==> src/design/cfg_port_pkg.sv <==
// constants for the serial configuration port
package cfg_port_pkg;
  localparam int WORD_BITS = 16;
  localparam int ADDR_BITS = 8;
  localparam int DATA_BITS = 8;
  localparam logic [7:0] ADDR_SOFT_RESET_AND_READBACK_CTRL = 8'h00;
  localparam logic [7:0] ADDR_OUTPUT_SWING_CTRL = 8'h01;
  localparam logic [7:0] ADDR_PERFORMANCE_TUNING = 8'h03;
  localparam logic [7:0] ADDR_CHAN_A_GAIN_AND_PATTERN = 8'h25;
  localparam logic [7:0] ADDR_OUTPUT_NUMBER_FORMAT = 8'h29;
  localparam logic [7:0] ADDR_CHAN_B_GAIN_AND_PATTERN = 8'h2B;
  localparam logic [7:0] ADDR_OFFSET_LOOP_ENABLE = 8'h3D;
  localparam logic [7:0] ADDR_FIXED_PATTERN_UPPER = 8'h3F;
  localparam logic [7:0] ADDR_FIXED_PATTERN_LOWER = 8'h40;
  localparam logic [7:0] ADDR_OUTPUT_INTERFACE_CTRL = 8'h41;
  localparam logic [7:0] ADDR_OUTPUT_CLOCK_EDGE_CTRL = 8'h42;
  localparam logic [7:0] ADDR_HF_TUNING_B = 8'h4A;
  localparam logic [7:0] ADDR_HF_TUNING_A = 8'h58;
  localparam logic [7:0] ADDR_HS_TUNING_1 = 8'h02;
  localparam logic [7:0] ADDR_HS_TUNING_2 = 8'hD5;
  localparam logic [7:0] ADDR_HS_TUNING_3 = 8'hD7;
  localparam logic [7:0] ADDR_HS_TUNING_4 = 8'hDB;
  localparam logic [7:0] ADDR_LOW_SPEED_EN = 8'hEF;
  localparam logic [7:0] ADDR_POWER_CTRL = 8'h45;
  localparam int NUM_REGS = 18;
  localparam logic [7:0] REG_RESET_VALUE = 8'h00;
  localparam int SOFT_RESET_BIT = 1;
  localparam int READBACK_EN_BIT = 0;
  localparam int FORMAT_MSB = 4;
  localparam int FORMAT_LSB = 3;
  localparam int IFACE_MSB = 7;
  localparam int IFACE_LSB = 6;
  localparam int LOW_SPEED_BIT = 4;
  localparam logic [1:0] CODE_CMOS = 2'h3;
  localparam logic [1:0] FORMAT_OFFSET_BIN = 2'h3;
  localparam int CLK_PERIOD_NS = 50;
  localparam int RESET_PULSE_NS = 10;
  localparam int RESET_PULSE_CYC = (RESET_PULSE_NS + CLK_PERIOD_NS - 1) / CLK_PERIOD_NS;
  // select-pin levels as seen by the four-level comparator
  localparam logic [1:0] SEL_LVL_GND = 2'h0;
  localparam logic [1:0] SEL_LVL_3_8 = 2'h1;
  localparam logic [1:0] SEL_LVL_5_8 = 2'h2;
  localparam logic [1:0] SEL_LVL_FULL = 2'h3;
  typedef enum logic [2:0] {
    PWR_NORMAL, PWR_GLOBAL_DOWN, PWR_A_STANDBY, PWR_MUX_ON_B, PWR_UNAVAILABLE
  } power_mode_e;
endpackage : cfg_port_pkg

==> src/design/shift_link_if.sv <==
// shift events passed from the edge finder to the main block
`timescale 1ns/10ps
`default_nettype none
interface shift_link_if;
  logic select_active;
  logic fall_edge;
  logic sample_bit;
  logic clk_level;
  modport src (output select_active, output fall_edge, output sample_bit, output clk_level);
  modport dst (input select_active, input fall_edge, input sample_bit, input clk_level);
endinterface : shift_link_if
`default_nettype wire

==> src/design/pin_sync.sv <==
// three-stage synchroniser with agreement filter for one pin
`timescale 1ns/10ps
`default_nettype none
module pin_sync (
  input wire logic clock,
  input wire logic rst,
  input wire logic pin,
  input wire logic init,
  output logic level
);
  logic s1;
  logic s2;
  logic s3;
  logic held;

  // chain stores the pin relative to its idle level, so every stage resets to zero
  always_ff @(posedge clock or posedge rst) begin
    if (rst) begin
      s1 <= 1'b0;
      s2 <= 1'b0;
      s3 <= 1'b0;
    end else begin
      s1 <= pin ^ init;
      s2 <= s1;
      s3 <= s2;
    end
  end

  // level moves only once the second and third stages agree
  always_ff @(posedge clock or posedge rst) begin
    if (rst) begin
      held <= 1'b0;
    end else if (s2 == s3) begin
      held <= s3;
    end
  end

  // idle level restored at the output, so no false edge follows reset
  assign level = held ^ init;
endmodule : pin_sync
`default_nettype wire

==> src/design/shift_edge_finder.sv <==
// synchronises select, shift clock and data, and finds falling edges
`timescale 1ns/10ps
`default_nettype none
module shift_edge_finder (
  input wire logic clock,
  input wire logic rst,
  input wire logic serial_select_n,
  input wire logic shift_clk,
  input wire logic serial_in_line,
  shift_link_if.src link
);
  logic sel_n_s;
  logic clk_s;
  logic din_s;
  logic clk_prev;

  pin_sync u_sel (.clock(clock), .rst(rst), .pin(serial_select_n), .init(1'b1), .level(sel_n_s));
  pin_sync u_clk (.clock(clock), .rst(rst), .pin(shift_clk), .init(1'b0), .level(clk_s));
  pin_sync u_din (.clock(clock), .rst(rst), .pin(serial_in_line), .init(1'b0), .level(din_s));

  // previous filtered shift-clock level for edge detection
  always_ff @(posedge clock or posedge rst) begin
    if (rst) begin
      clk_prev <= 1'b0;
    end else begin
      clk_prev <= clk_s;
    end
  end

  assign link.select_active = ~sel_n_s;
  assign link.fall_edge = clk_prev & ~clk_s;
  assign link.sample_bit = din_s;
  assign link.clk_level = clk_s;
endmodule : shift_edge_finder
`default_nettype wire

==> src/design/adc_config_serial_port.sv <==
// serial configuration port: register file, readback and pin-strap decode
// Operation
// - shift only while select is low
// - sample data on shift clock falling edge
// - commit word every 16th falling edge
// - discard trailing partial word
// - several words per select period
// - eight address bits then eight data
// - reset pin pulse restores defaults
// - soft reset bit restores, self-clears
// - readback enable blocks register writes; the readback enable bit itself stays writable
// - readback drives data MSB first
// - output released when readback disabled
// - reset tied high selects pin-strap mode
// - strap shift clock sets low-speed mode
// - four-level select sets format, interface
// - power-mode pins select power mode
// - reset low: pins plus serial access
// - registers zero after reset, multi-field writes
// - interface code 11 only is CMOS
`timescale 1ns/10ps
`default_nettype none
module adc_config_serial_port
  import cfg_port_pkg::*;
(
  input wire logic clock,
  input wire logic rst,
  input wire logic reset_pin,
  input wire logic serial_select_n,
  input wire logic shift_clk,
  input wire logic serial_in_line,
  input wire logic [1:0] select_level,
  input wire logic power_mode_pin_1,
  input wire logic power_mode_pin_2,
  input wire logic power_mode_pin_3,
  output logic serial_out_line,
  output logic serial_out_oe_n,
  output logic strap_mode,
  output logic low_speed_en,
  output logic offset_binary,
  output logic cmos_output,
  output power_mode_e power_mode,
  output logic [7:0] perf_tuning_bits,
  output logic hf_input_tuning_a,
  output logic hf_input_tuning_b
);
  // register address table in index order
  localparam logic [7:0] REG_ADDR [NUM_REGS] = '{
    ADDR_SOFT_RESET_AND_READBACK_CTRL, ADDR_OUTPUT_SWING_CTRL, ADDR_PERFORMANCE_TUNING,
    ADDR_CHAN_A_GAIN_AND_PATTERN, ADDR_OUTPUT_NUMBER_FORMAT, ADDR_CHAN_B_GAIN_AND_PATTERN,
    ADDR_OFFSET_LOOP_ENABLE, ADDR_FIXED_PATTERN_UPPER, ADDR_FIXED_PATTERN_LOWER,
    ADDR_OUTPUT_INTERFACE_CTRL, ADDR_OUTPUT_CLOCK_EDGE_CTRL, ADDR_HF_TUNING_B,
    ADDR_HF_TUNING_A, ADDR_HS_TUNING_1, ADDR_HS_TUNING_2, ADDR_HS_TUNING_3,
    ADDR_HS_TUNING_4, ADDR_LOW_SPEED_EN
  };
  localparam int IDX_CTRL = 0;
  localparam int IDX_PERF = 2;
  localparam int IDX_FORMAT = 4;
  localparam int IDX_IFACE = 9;
  localparam int IDX_HF_B = 11;
  localparam int IDX_HF_A = 12;
  localparam int IDX_LOW_SPEED = 17;

  shift_link_if link ();

  logic reset_pin_s;
  logic [7:0] regs [NUM_REGS];
  logic [15:0] shift_reg;
  logic [3:0] bit_count;
  logic soft_reset_pending;
  logic [7:0] read_shift;
  logic reading;
  logic [3:0] read_count;
  logic [2:0] rst_pulse_count;
  logic reset_seen_low;
  logic [15:0] next_word;
  logic [7:0] rb_value;
  logic word_done;
  logic [1:0] sel_s;
  logic pm1_s;
  logic pm2_s;
  logic pm3_s;

  // address decode used by write and read paths
  function automatic int unsigned addr_index(input logic [7:0] addr);
    int unsigned idx;
    idx = NUM_REGS;
    for (int i = 0; i < NUM_REGS; i++) begin
      if (REG_ADDR[i] == addr) begin
        idx = i;
      end
    end
    return idx;
  endfunction : addr_index

  shift_edge_finder u_edges (
    .clock(clock),
    .rst(rst),
    .serial_select_n(serial_select_n),
    .shift_clk(shift_clk),
    .serial_in_line(serial_in_line),
    .link(link.src)
  );

  pin_sync u_rstpin (.clock(clock), .rst(rst), .pin(reset_pin), .init(1'b0), .level(reset_pin_s));
  pin_sync u_sel0 (.clock(clock), .rst(rst), .pin(select_level[0]), .init(1'b0), .level(sel_s[0]));
  pin_sync u_sel1 (.clock(clock), .rst(rst), .pin(select_level[1]), .init(1'b0), .level(sel_s[1]));
  pin_sync u_pm1 (.clock(clock), .rst(rst), .pin(power_mode_pin_1), .init(1'b0), .level(pm1_s));
  pin_sync u_pm2 (.clock(clock), .rst(rst), .pin(power_mode_pin_2), .init(1'b0), .level(pm2_s));
  pin_sync u_pm3 (.clock(clock), .rst(rst), .pin(power_mode_pin_3), .init(1'b0), .level(pm3_s));

  // each shift-clock phase must last two system clocks to be seen
  // next shift word, MSB first, and completion of 16 bits
  assign next_word = {shift_reg[14:0], link.sample_bit};
  assign word_done = link.fall_edge && link.select_active && (bit_count == 4'hF);

  // bit counter restarts whenever select goes high, dropping partial words
  always_ff @(posedge clock or posedge rst) begin
    if (rst) begin
      bit_count <= 4'h0;
      shift_reg <= 16'h0000;
    end else if (!link.select_active) begin
      bit_count <= 4'h0;
    end else if (link.fall_edge) begin
      shift_reg <= next_word;
      bit_count <= bit_count + 4'h1;
    end
  end

  // reset pin pulse length; a long high level means pin-strap mode
  always_ff @(posedge clock or posedge rst) begin
    if (rst) begin
      rst_pulse_count <= 3'h0;
      reset_seen_low <= 1'b0;
      strap_mode <= 1'b0;
    end else begin
      if (reset_pin_s) begin
        if (rst_pulse_count != 3'h7) begin
          rst_pulse_count <= rst_pulse_count + 3'h1;
        end
      end else begin
        rst_pulse_count <= 3'h0;
        reset_seen_low <= 1'b1;
      end
      strap_mode <= reset_pin_s && (!reset_seen_low || rst_pulse_count == 3'h7);
    end
  end

  // register file with pin and soft reset, write blocking in readback
  always_ff @(posedge clock or posedge rst) begin
    if (rst) begin
      for (int i = 0; i < NUM_REGS; i++) begin
        regs[i] <= REG_RESET_VALUE;
      end
      soft_reset_pending <= 1'b0;
    end else if ((reset_pin_s && rst_pulse_count >= 3'(RESET_PULSE_CYC)) || soft_reset_pending) begin
      for (int i = 0; i < NUM_REGS; i++) begin
        regs[i] <= REG_RESET_VALUE;
      end
      soft_reset_pending <= 1'b0;
    end else if (word_done && !regs[IDX_CTRL][READBACK_EN_BIT]) begin
      for (int i = 0; i < NUM_REGS; i++) begin
        if (addr_index(next_word[15:8]) == i) begin
          regs[i] <= next_word[7:0];
        end
      end
      if (next_word[15:8] == ADDR_SOFT_RESET_AND_READBACK_CTRL) begin
        soft_reset_pending <= next_word[SOFT_RESET_BIT];
      end
    end else if (word_done && next_word[15:8] == ADDR_SOFT_RESET_AND_READBACK_CTRL) begin
      // readback can still be switched off through its own register
      regs[IDX_CTRL][READBACK_EN_BIT] <= next_word[READBACK_EN_BIT];
    end
  end

  // value of the register named by the address byte just shifted in
  always_comb begin
    rb_value = 8'h00;
    if (addr_index(next_word[7:0]) < NUM_REGS) begin
      rb_value = regs[addr_index(next_word[7:0])];
    end
  end

  // readback: each data bit goes out right after a detected fall, MSB first,
  // so it is already steady when the host samples at the next falling edge
  always_ff @(posedge clock or posedge rst) begin
    if (rst) begin
      read_shift <= 8'h00;
      reading <= 1'b0;
      read_count <= 4'h0;
      serial_out_line <= 1'b0;
    end else if (!link.select_active || !regs[IDX_CTRL][READBACK_EN_BIT]) begin
      reading <= 1'b0;
      read_count <= 4'h0;
      serial_out_line <= 1'b0;
    end else if (link.fall_edge) begin
      read_count <= read_count + 4'h1;
      if (read_count == 4'h7) begin
        read_shift <= rb_value;
        serial_out_line <= rb_value[7];
        reading <= 1'b1;
      end else if (reading) begin
        read_shift <= {read_shift[6:0], 1'b0};
        serial_out_line <= read_shift[6];
      end
    end
  end

  // output enable low only while readback is on
  always_ff @(posedge clock or posedge rst) begin
    if (rst) begin
      serial_out_oe_n <= 1'b1;
    end else begin
      serial_out_oe_n <= !regs[IDX_CTRL][READBACK_EN_BIT] || strap_mode;
    end
  end

  // mode outputs from straps or from registers
  always_ff @(posedge clock or posedge rst) begin
    if (rst) begin
      low_speed_en <= 1'b0;
      offset_binary <= 1'b0;
      cmos_output <= 1'b0;
    end else if (strap_mode) begin
      low_speed_en <= link.clk_level;
      offset_binary <= (sel_s == SEL_LVL_3_8) || (sel_s == SEL_LVL_5_8);
      cmos_output <= (sel_s == SEL_LVL_GND) || (sel_s == SEL_LVL_3_8);
    end else begin
      low_speed_en <= regs[IDX_LOW_SPEED][LOW_SPEED_BIT];
      offset_binary <= regs[IDX_FORMAT][FORMAT_MSB:FORMAT_LSB] == FORMAT_OFFSET_BIN;
      cmos_output <= regs[IDX_IFACE][IFACE_MSB:IFACE_LSB] == CODE_CMOS;
    end
  end

  // power mode from the three pins, in both strap and mixed modes
  always_ff @(posedge clock or posedge rst) begin
    if (rst) begin
      power_mode <= PWR_NORMAL;
    end else begin
      case ({pm1_s, pm2_s, pm3_s})
        3'b000: power_mode <= PWR_NORMAL;
        3'b100: power_mode <= PWR_GLOBAL_DOWN;
        3'b101: power_mode <= PWR_A_STANDBY;
        3'b111: power_mode <= PWR_MUX_ON_B;
        default: power_mode <= PWR_UNAVAILABLE;
      endcase
    end
  end

  // tuning register views
  always_ff @(posedge clock or posedge rst) begin
    if (rst) begin
      perf_tuning_bits <= 8'h00;
      hf_input_tuning_a <= 1'b0;
      hf_input_tuning_b <= 1'b0;
    end else begin
      perf_tuning_bits <= regs[IDX_PERF];
      hf_input_tuning_a <= regs[IDX_HF_A][0];
      hf_input_tuning_b <= regs[IDX_HF_B][0];
    end
  end

  // checks
  a_oe_follows_rb: assert property (@(posedge clock) disable iff (rst)
    !regs[IDX_CTRL][READBACK_EN_BIT] && !strap_mode |=> serial_out_oe_n)
    else $error("readback off but output enabled");
  a_partial_drop: assert property (@(posedge clock) disable iff (rst)
    !link.select_active |=> bit_count == 4'h0)
    else $error("bit count kept after select high");
  a_count_hold: assert property (@(posedge clock) disable iff (rst)
    link.select_active && !link.fall_edge |=> $stable(bit_count))
    else $error("bit count moved without edge");
  a_soft_clear: assert property (@(posedge clock) disable iff (rst)
    soft_reset_pending |=> !soft_reset_pending && regs[IDX_CTRL] == REG_RESET_VALUE)
    else $error("soft reset not applied");
  a_block_write: assert property (@(posedge clock) disable iff (rst)
    word_done && regs[IDX_CTRL][READBACK_EN_BIT] && !reset_pin_s && !soft_reset_pending &&
    next_word[15:8] == ADDR_PERFORMANCE_TUNING |=> $stable(regs[IDX_PERF]))
    else $error("write landed during readback");
  a_commit_write: assert property (@(posedge clock) disable iff (rst)
    word_done && !regs[IDX_CTRL][READBACK_EN_BIT] && !reset_pin_s && !soft_reset_pending &&
    next_word[15:8] == ADDR_PERFORMANCE_TUNING |=> regs[IDX_PERF] == $past(next_word[7:0]))
    else $error("word not committed");
  a_iface_code: assert property (@(posedge clock) disable iff (rst)
    !strap_mode |=> cmos_output == ($past(regs[IDX_IFACE][7:6]) == 2'h3))
    else $error("interface decode wrong");
  a_power_down: assert property (@(posedge clock) disable iff (rst)
    {pm1_s, pm2_s, pm3_s} == 3'b100 |=> power_mode == PWR_GLOBAL_DOWN)
    else $error("global power-down not selected");
  a_mux_mode: assert property (@(posedge clock) disable iff (rst)
    {pm1_s, pm2_s, pm3_s} == 3'b111 |=> power_mode == PWR_MUX_ON_B)
    else $error("mux mode not selected");
  a_unavail_code: assert property (@(posedge clock) disable iff (rst)
    {pm1_s, pm2_s, pm3_s} == 3'b010 |=> power_mode == PWR_UNAVAILABLE)
    else $error("unavailable code accepted");
  // shift and write path
  a_shift_msb: assert property (@(posedge clock) disable iff (rst)
    link.select_active && link.fall_edge |=> shift_reg == $past(next_word))
    else $error("bit not shifted in msb first");
  a_commit_second: assert property (@(posedge clock) disable iff (rst)
    word_done && !regs[IDX_CTRL][READBACK_EN_BIT] && !reset_pin_s && !soft_reset_pending &&
    next_word[15:8] == ADDR_HF_TUNING_A |=> regs[IDX_HF_A] == $past(next_word[7:0]))
    else $error("second word not committed");
  a_pin_reset: assert property (@(posedge clock) disable iff (rst)
    reset_pin_s && rst_pulse_count >= 3'(RESET_PULSE_CYC) |=> regs[IDX_PERF] == 8'h00)
    else $error("reset pin did not clear registers");
  // readback output
  a_rb_first_bit: assert property (@(posedge clock) disable iff (rst)
    link.select_active && regs[IDX_CTRL][READBACK_EN_BIT] && link.fall_edge &&
    read_count == 4'h7 |=> serial_out_line == $past(rb_value[7]))
    else $error("first readback bit wrong");
  a_rb_next_bit: assert property (@(posedge clock) disable iff (rst)
    link.select_active && regs[IDX_CTRL][READBACK_EN_BIT] && link.fall_edge && reading &&
    read_count != 4'h7 |=> serial_out_line == $past(read_shift[6]))
    else $error("readback bit out of order");
  // pin-strap decode
  a_strap_entry: assert property (@(posedge clock) disable iff (rst)
    reset_pin_s && rst_pulse_count == 3'h7 |=> strap_mode)
    else $error("held reset pin did not select strap mode");
  a_strap_speed: assert property (@(posedge clock) disable iff (rst)
    strap_mode |=> low_speed_en == $past(link.clk_level))
    else $error("strap low-speed level wrong");
  a_strap_ground: assert property (@(posedge clock) disable iff (rst)
    strap_mode && sel_s == SEL_LVL_GND |=> cmos_output && !offset_binary)
    else $error("ground level decode wrong");
  a_strap_low_mid: assert property (@(posedge clock) disable iff (rst)
    strap_mode && sel_s == SEL_LVL_3_8 |=> cmos_output && offset_binary)
    else $error("lower middle level decode wrong");
  a_strap_high_mid: assert property (@(posedge clock) disable iff (rst)
    strap_mode && sel_s == SEL_LVL_5_8 |=> !cmos_output && offset_binary)
    else $error("upper middle level decode wrong");
  a_strap_full: assert property (@(posedge clock) disable iff (rst)
    strap_mode && sel_s == SEL_LVL_FULL |=> !cmos_output && !offset_binary)
    else $error("full level decode wrong");
  // main scenarios
  c_word: cover property (@(posedge clock) disable iff (rst) word_done);
  c_readback: cover property (@(posedge clock) disable iff (rst) reading && !serial_out_oe_n);
  c_strap: cover property (@(posedge clock) disable iff (rst) strap_mode);
  c_soft: cover property (@(posedge clock) disable iff (rst) soft_reset_pending);
  c_blocked: cover property (@(posedge clock) disable iff (rst)
    word_done && regs[IDX_CTRL][READBACK_EN_BIT]);
endmodule : adc_config_serial_port
`default_nettype wire

==> config.mk <==
export PLATFORM = sky130hd
export DESIGN_NAME = adc_config_serial_port
export DESIGN_NICKNAME = d
export VERILOG_FILES = /design/src/design/cfg_port_pkg.sv /design/src/design/shift_link_if.sv /design/src/design/pin_sync.sv /design/src/design/shift_edge_finder.sv /design/src/design/adc_config_serial_port.sv
export SDC_FILE = /design/constraint.sdc
export NUM_CORES = 1
export LEC_CHECK = 0
export ABC_AREA = 1
export BUFFER_PORTS_ARGS = -buffer_cell sky130_fd_sc_hd__buf_2
export CORE_MARGIN = 4
export CORE_UTILIZATION = 56
export DETAILED_ROUTE_END_ITERATION = 12
export GPL_TIMING_DRIVEN = 0
export PLACE_DENSITY = 0.81
export SLEW_MARGIN = 20
export SYNTH_ARGS = -nofsm -noshare
export SYNTH_HDL_FRONTEND = slang
export SYNTH_SLANG_ARGS = --single-unit
==> constraint.sdc <==
create_clock -name clock -period 6.5 [get_ports clock]
set_input_delay 0.65 -clock clock [delete_from_list [all_inputs] [get_ports clock]]
set_output_delay 0.65 -clock clock [all_outputs]
set_load 0.01 [all_outputs]
==> impl_summary.md <==
Die
The die is 146 µm wide. The core region is 0.0188 mm². The initialized floorplan defines 50 standard-cell rows.

The die covers 0.0214 mm². The vertical die dimension is about 150 µm. The total I/O pin count is 30.

For this configuration, the core starts out at a cell density of roughly 57%.

Power
In this run the power density over the cells is 497 mW/mm². The total design power is between 6 and 7 mW. The standby leakage power is 5.66 nW. The largest voltage drop on the vdd net is approximately 240 µV.

Synth
The sequential fraction of the synthesis area is between 50% and 60%. The synthesized design contains 236 register bits. The total of warnings raised by yosys is 0. Averaged over all synthesized cells, the footprint is around 8.4 µm². The number of nets in the synthesized netlist is roughly 1300.

The number of instances in the synthesized netlist is 1275. The post-synthesis cell type count is 37. The cell area that synthesis handed to floorplanning was about 0.011 mm². The fraction of registers with async set or reset after synthesis is 100%.

In this run, synthesis inferred 0 flip-flops with an integrated enable. The most used flip-flop cell after synthesis is sky130_fd_sc_hd__dfrtp_1.

STA
The worst path needs about 2.9 ns of the cycle, external delays included. Setup repair after global routing left no endpoint under its margin. The post-route clock skew is 0.0132 ns. The total count of max-transition violations in the final report is 0. At the pin with the least slew margin, the transition time is roughly 1 ns. On the final layout, the worst hold slack is slightly above 0.1 ns. The final-layout setup total negative slack is 0 ns.

The total of endpoints with negative setup slack in the final report is 0. The timing-limited maximum frequency is ~340 MHz. Measured against its own limit, the worst slew margin works out to between 30 and 40%. The final number of hold-violating endpoints is 0. The worst path uses 44.9% of the clock period.

Routing
The pre-antenna-repair detailed-routing pass consisted of 6 iterations. After detailed routing, the number of vias per cell comes to 5.88. The detailed-route via count is ~9400. In the routed design, unresolved DRC markers number 0.

Wires add up to between 20 and 30 mm. Dividing the detail-routed wire length by the instance count gives 18.5 µm. The first routing iteration left ~1100 violations. The count of nets left with antenna violations once routing finished came out at 0.

Global route
In this run the most used layer during global routing was met2. The first global-routing pass estimated between 40 and 50 mm of wire. The met1 track demand over resource is around two fifths. Entering global routing, the biggest net connects 36 pins. The number of global-route vias before repair is approximately 9000. The total routing resource utilization after global routing is about 28%. The global-route met2 utilization is 43.3%. The initial antenna violation count is 0. Global routing used about 6.0% of the available met3 tracks. The overall overflow remaining after global route is 0.

Place
The final weighted congestion in routability-driven placement is 0.944. The count of input and output buffers is 29. The instance area at placement is around 0.011 mm². The number of placed cells counting well taps is 1545. Detailed placement finished with a half-perimeter wire length of ~21 mm.

Cells and area
0 antenna diodes ended up in the layout. The growth of design area from synthesis to finish is 13.6%. In the final layout, the share of cells above drive strength 1 is about 9.8%. Summing all non-filler instances in the final layout gives an area of between 0.01 and 0.015 mm². The count of cells in the finished layout, fillers not included, comes to around 1600. In the final design database the tool counted ~1400 nets.

The number of flip-flops in the largest register is about 140.

Setup path
The worst path buffer plus inverter count is 3. By instance count, the cell type seen most on the critical path is sky130_fd_sc_hd__clkbuf_1. The number of cells on the worst reg-to-reg path is 8. The critical path goes through ha_1, o41ai_1, nand2_1, clkbuf_1, clkbuf_1, a21oi_1, clkbuf_1, o21ai_0. The kind of cell with the highest combined delay along the critical path is compound AO/OA/AOI/OAI gates. The data arrival time of the critical path is 3.29 ns. For this design, the slowest cell found on the critical path is sky130_fd_sc_hd__a21oi_1. The setup check on the worst reg-to-reg path leaves a slack of around 3.6 ns.

The worst setup path is captured at a flop. The critical path class is reg2reg. The delay of the slowest critical-path stage is 0.68 ns. In this run the critical register-to-register path is launched from rst_pulse_count[0]. The launching element type of the critical path is a flop.

The critical path data required time is 6.87 ns. The capturing point of the worst reg2reg path is regs[23]. The maximum fanout count along the critical path is 10.

Clock network
The root buffer cell is sky130_fd_sc_hd__clkbuf_16. The number of sinks on the clock net is between 200 and 250. The H-tree depth reported by CTS is 1. The clock network latency to the later pin of the worst-skew pair is between 0.5 and 0.6 ns.

The number of setup buffers added after CTS is 0. The clock tree from TritonCTS is yes. Clock tree synthesis inserted a total of 25 buffers. The clock-pin slew of the registers on the worst-case setup and hold paths is 0.06 ns. Gates resized during post-CTS repair numbered 0.

The number of buffers inserted for hold repair after clock tree synthesis is 0. The number of buffers between clock root and the deepest sink is 3.

Run
Across the run, the number of max-cap violations was 0.

Outcome
The flow ran to the end, and the final reports show no timing, DRC or antenna violations.

Hold path
The worst min-delay path category is in2async.
## final cells by class
class / instances / area [µm²]
plain buffers: 68 / 329
clock buffers: 32 / 702
clock inverters: 13 / 171
fillers: 1564 / 6620
inverters: 95 / 360
multi-input cells: 876 / 4100
flip-flops and latches: 236 / 5910
well taps: 234 / 293
repair buffers: 36 / 285
## cells in the final DEF (no fill, tap or decap), types with 2 or more instances in the layout
cell type                    netlist  final
sky130_fd_sc_hd__a21oi_1          30     30
sky130_fd_sc_hd__a31oi_1           8      8
sky130_fd_sc_hd__buf_12            0      7
sky130_fd_sc_hd__buf_2            17     46
sky130_fd_sc_hd__buf_4             6      6
sky130_fd_sc_hd__buf_6             4      4
sky130_fd_sc_hd__bufinv_16         0      4
sky130_fd_sc_hd__clkbuf_1         41     43
sky130_fd_sc_hd__clkbuf_16         0     25
sky130_fd_sc_hd__clkbuf_8          0      5
sky130_fd_sc_hd__clkinv_1          2      2
sky130_fd_sc_hd__clkinv_2          0      7
sky130_fd_sc_hd__clkinvlp_4        0      2
sky130_fd_sc_hd__dfrtp_1         235    235
sky130_fd_sc_hd__ha_1              7      7
sky130_fd_sc_hd__inv_1            81     80
sky130_fd_sc_hd__inv_2            12     12
sky130_fd_sc_hd__maj3_1            9      9
sky130_fd_sc_hd__nand2_1         357    357
sky130_fd_sc_hd__nand2_2           4      4
sky130_fd_sc_hd__nand3_1         117    117
sky130_fd_sc_hd__nand4_1          54     54
sky130_fd_sc_hd__nor2_1           72     72
sky130_fd_sc_hd__nor2_2            4      4
sky130_fd_sc_hd__nor3_1           14     14
sky130_fd_sc_hd__nor4_1            5      5
sky130_fd_sc_hd__o21ai_0         176    176
sky130_fd_sc_hd__o21ai_1           4      4
sky130_fd_sc_hd__o22ai_1           2      2
## worst register-to-register path: stages (launching register included)
cell and delay [ns]:
sky130_fd_sc_hd__dfrtp_1 0.42, sky130_fd_sc_hd__ha_1 0.21, sky130_fd_sc_hd__o41ai_1 0.35, sky130_fd_sc_hd__nand2_1 0.13
sky130_fd_sc_hd__clkbuf_1 0.24, sky130_fd_sc_hd__clkbuf_1 0.26, sky130_fd_sc_hd__a21oi_1 0.69, sky130_fd_sc_hd__clkbuf_1 0.36
sky130_fd_sc_hd__o21ai_0 0.14
## kinds of logic (layout without fill, tap and decap cells)
logic type,after synthesis,in the layout,synth area share [%]
buf+inv,163,244,6.41
flops,236,236,55.3
mux,1,1,0.0936
compound gates,226,226,11.0
fa+ha+maj,16,16,1.66
simple gates,632,632,25.5
xor+xnor,1,1,0.0820
## power breakdown
group	total, mW	internal [mW]	switching (mW)	leakage, nW
combinational	2.36	0.735	1.62	2.12
clock	1.49	0.920	0.570	0.435
sequential	2.19	1.90	0.290	3.11
total	6.04	3.55	2.48	5.66
## worst max-delay path by stage
stage	startpoint	end	slack, ns	depth (start not counted)
after CTS	rst_pulse_count[0]	regs[23]	3.59	8
final	rst_pulse_count[0]	regs[23]	3.58	8
after floorplan	rst	bit_count[0]	2.76	1
after detailed placement	rst_pulse_count[0]	regs[23]	3.56	8
after global placement	rst	regs[18]	1.52	2
after global routing	rst_pulse_count[0]	regs[17]	3.28	8
## layer usage
layer	wire, µm	share of wire, %
met3	2830	9.6
met4	996	3.4
met1	12300	42
met2	13200	45
met5	0	0
## metrics by stage
stage / util [%] / worst slack [ns]
after floorplan: - / 2.76
final: 64.7 / 3.58
after global placement: 59.3 / 1.52
after CTS: 64.7 / 3.59
after detailed placement: 60.1 / 3.56
after global routing: 64.7 / 3.28
## synth_stat cells, types with 2 or more instances
cell / n / area share [%]
sky130_fd_sc_hd__clkbuf_1: 41 / 1.4
sky130_fd_sc_hd__buf_6: 4 / 0.42
sky130_fd_sc_hd__inv_1: 81 / 2.8
sky130_fd_sc_hd__nor4_1: 5 / 0.29
sky130_fd_sc_hd__o21ai_1: 4 / 0.19
sky130_fd_sc_hd__nand3_1: 117 / 5.5
sky130_fd_sc_hd__buf_2: 17 / 0.80
sky130_fd_sc_hd__nor2_1: 72 / 2.5
sky130_fd_sc_hd__dfrtp_1: 235 / 55
sky130_fd_sc_hd__a21oi_1: 30 / 1.4
sky130_fd_sc_hd__nor3_1: 14 / 0.66
sky130_fd_sc_hd__o22ai_1: 2 / 0.12
sky130_fd_sc_hd__nand2_1: 357 / 13
sky130_fd_sc_hd__a31oi_1: 8 / 0.47
sky130_fd_sc_hd__inv_2: 12 / 0.42
sky130_fd_sc_hd__o21ai_0: 176 / 8.2
sky130_fd_sc_hd__nor2_2: 4 / 0.23
sky130_fd_sc_hd__maj3_1: 9 / 0.84
sky130_fd_sc_hd__ha_1: 7 / 0.82
sky130_fd_sc_hd__buf_4: 6 / 0.42
sky130_fd_sc_hd__clkinv_1: 2 / 0.070
sky130_fd_sc_hd__nand2_2: 4 / 0.23
sky130_fd_sc_hd__nand4_1: 54 / 3.2
Power figures use the tool's default switching activity.
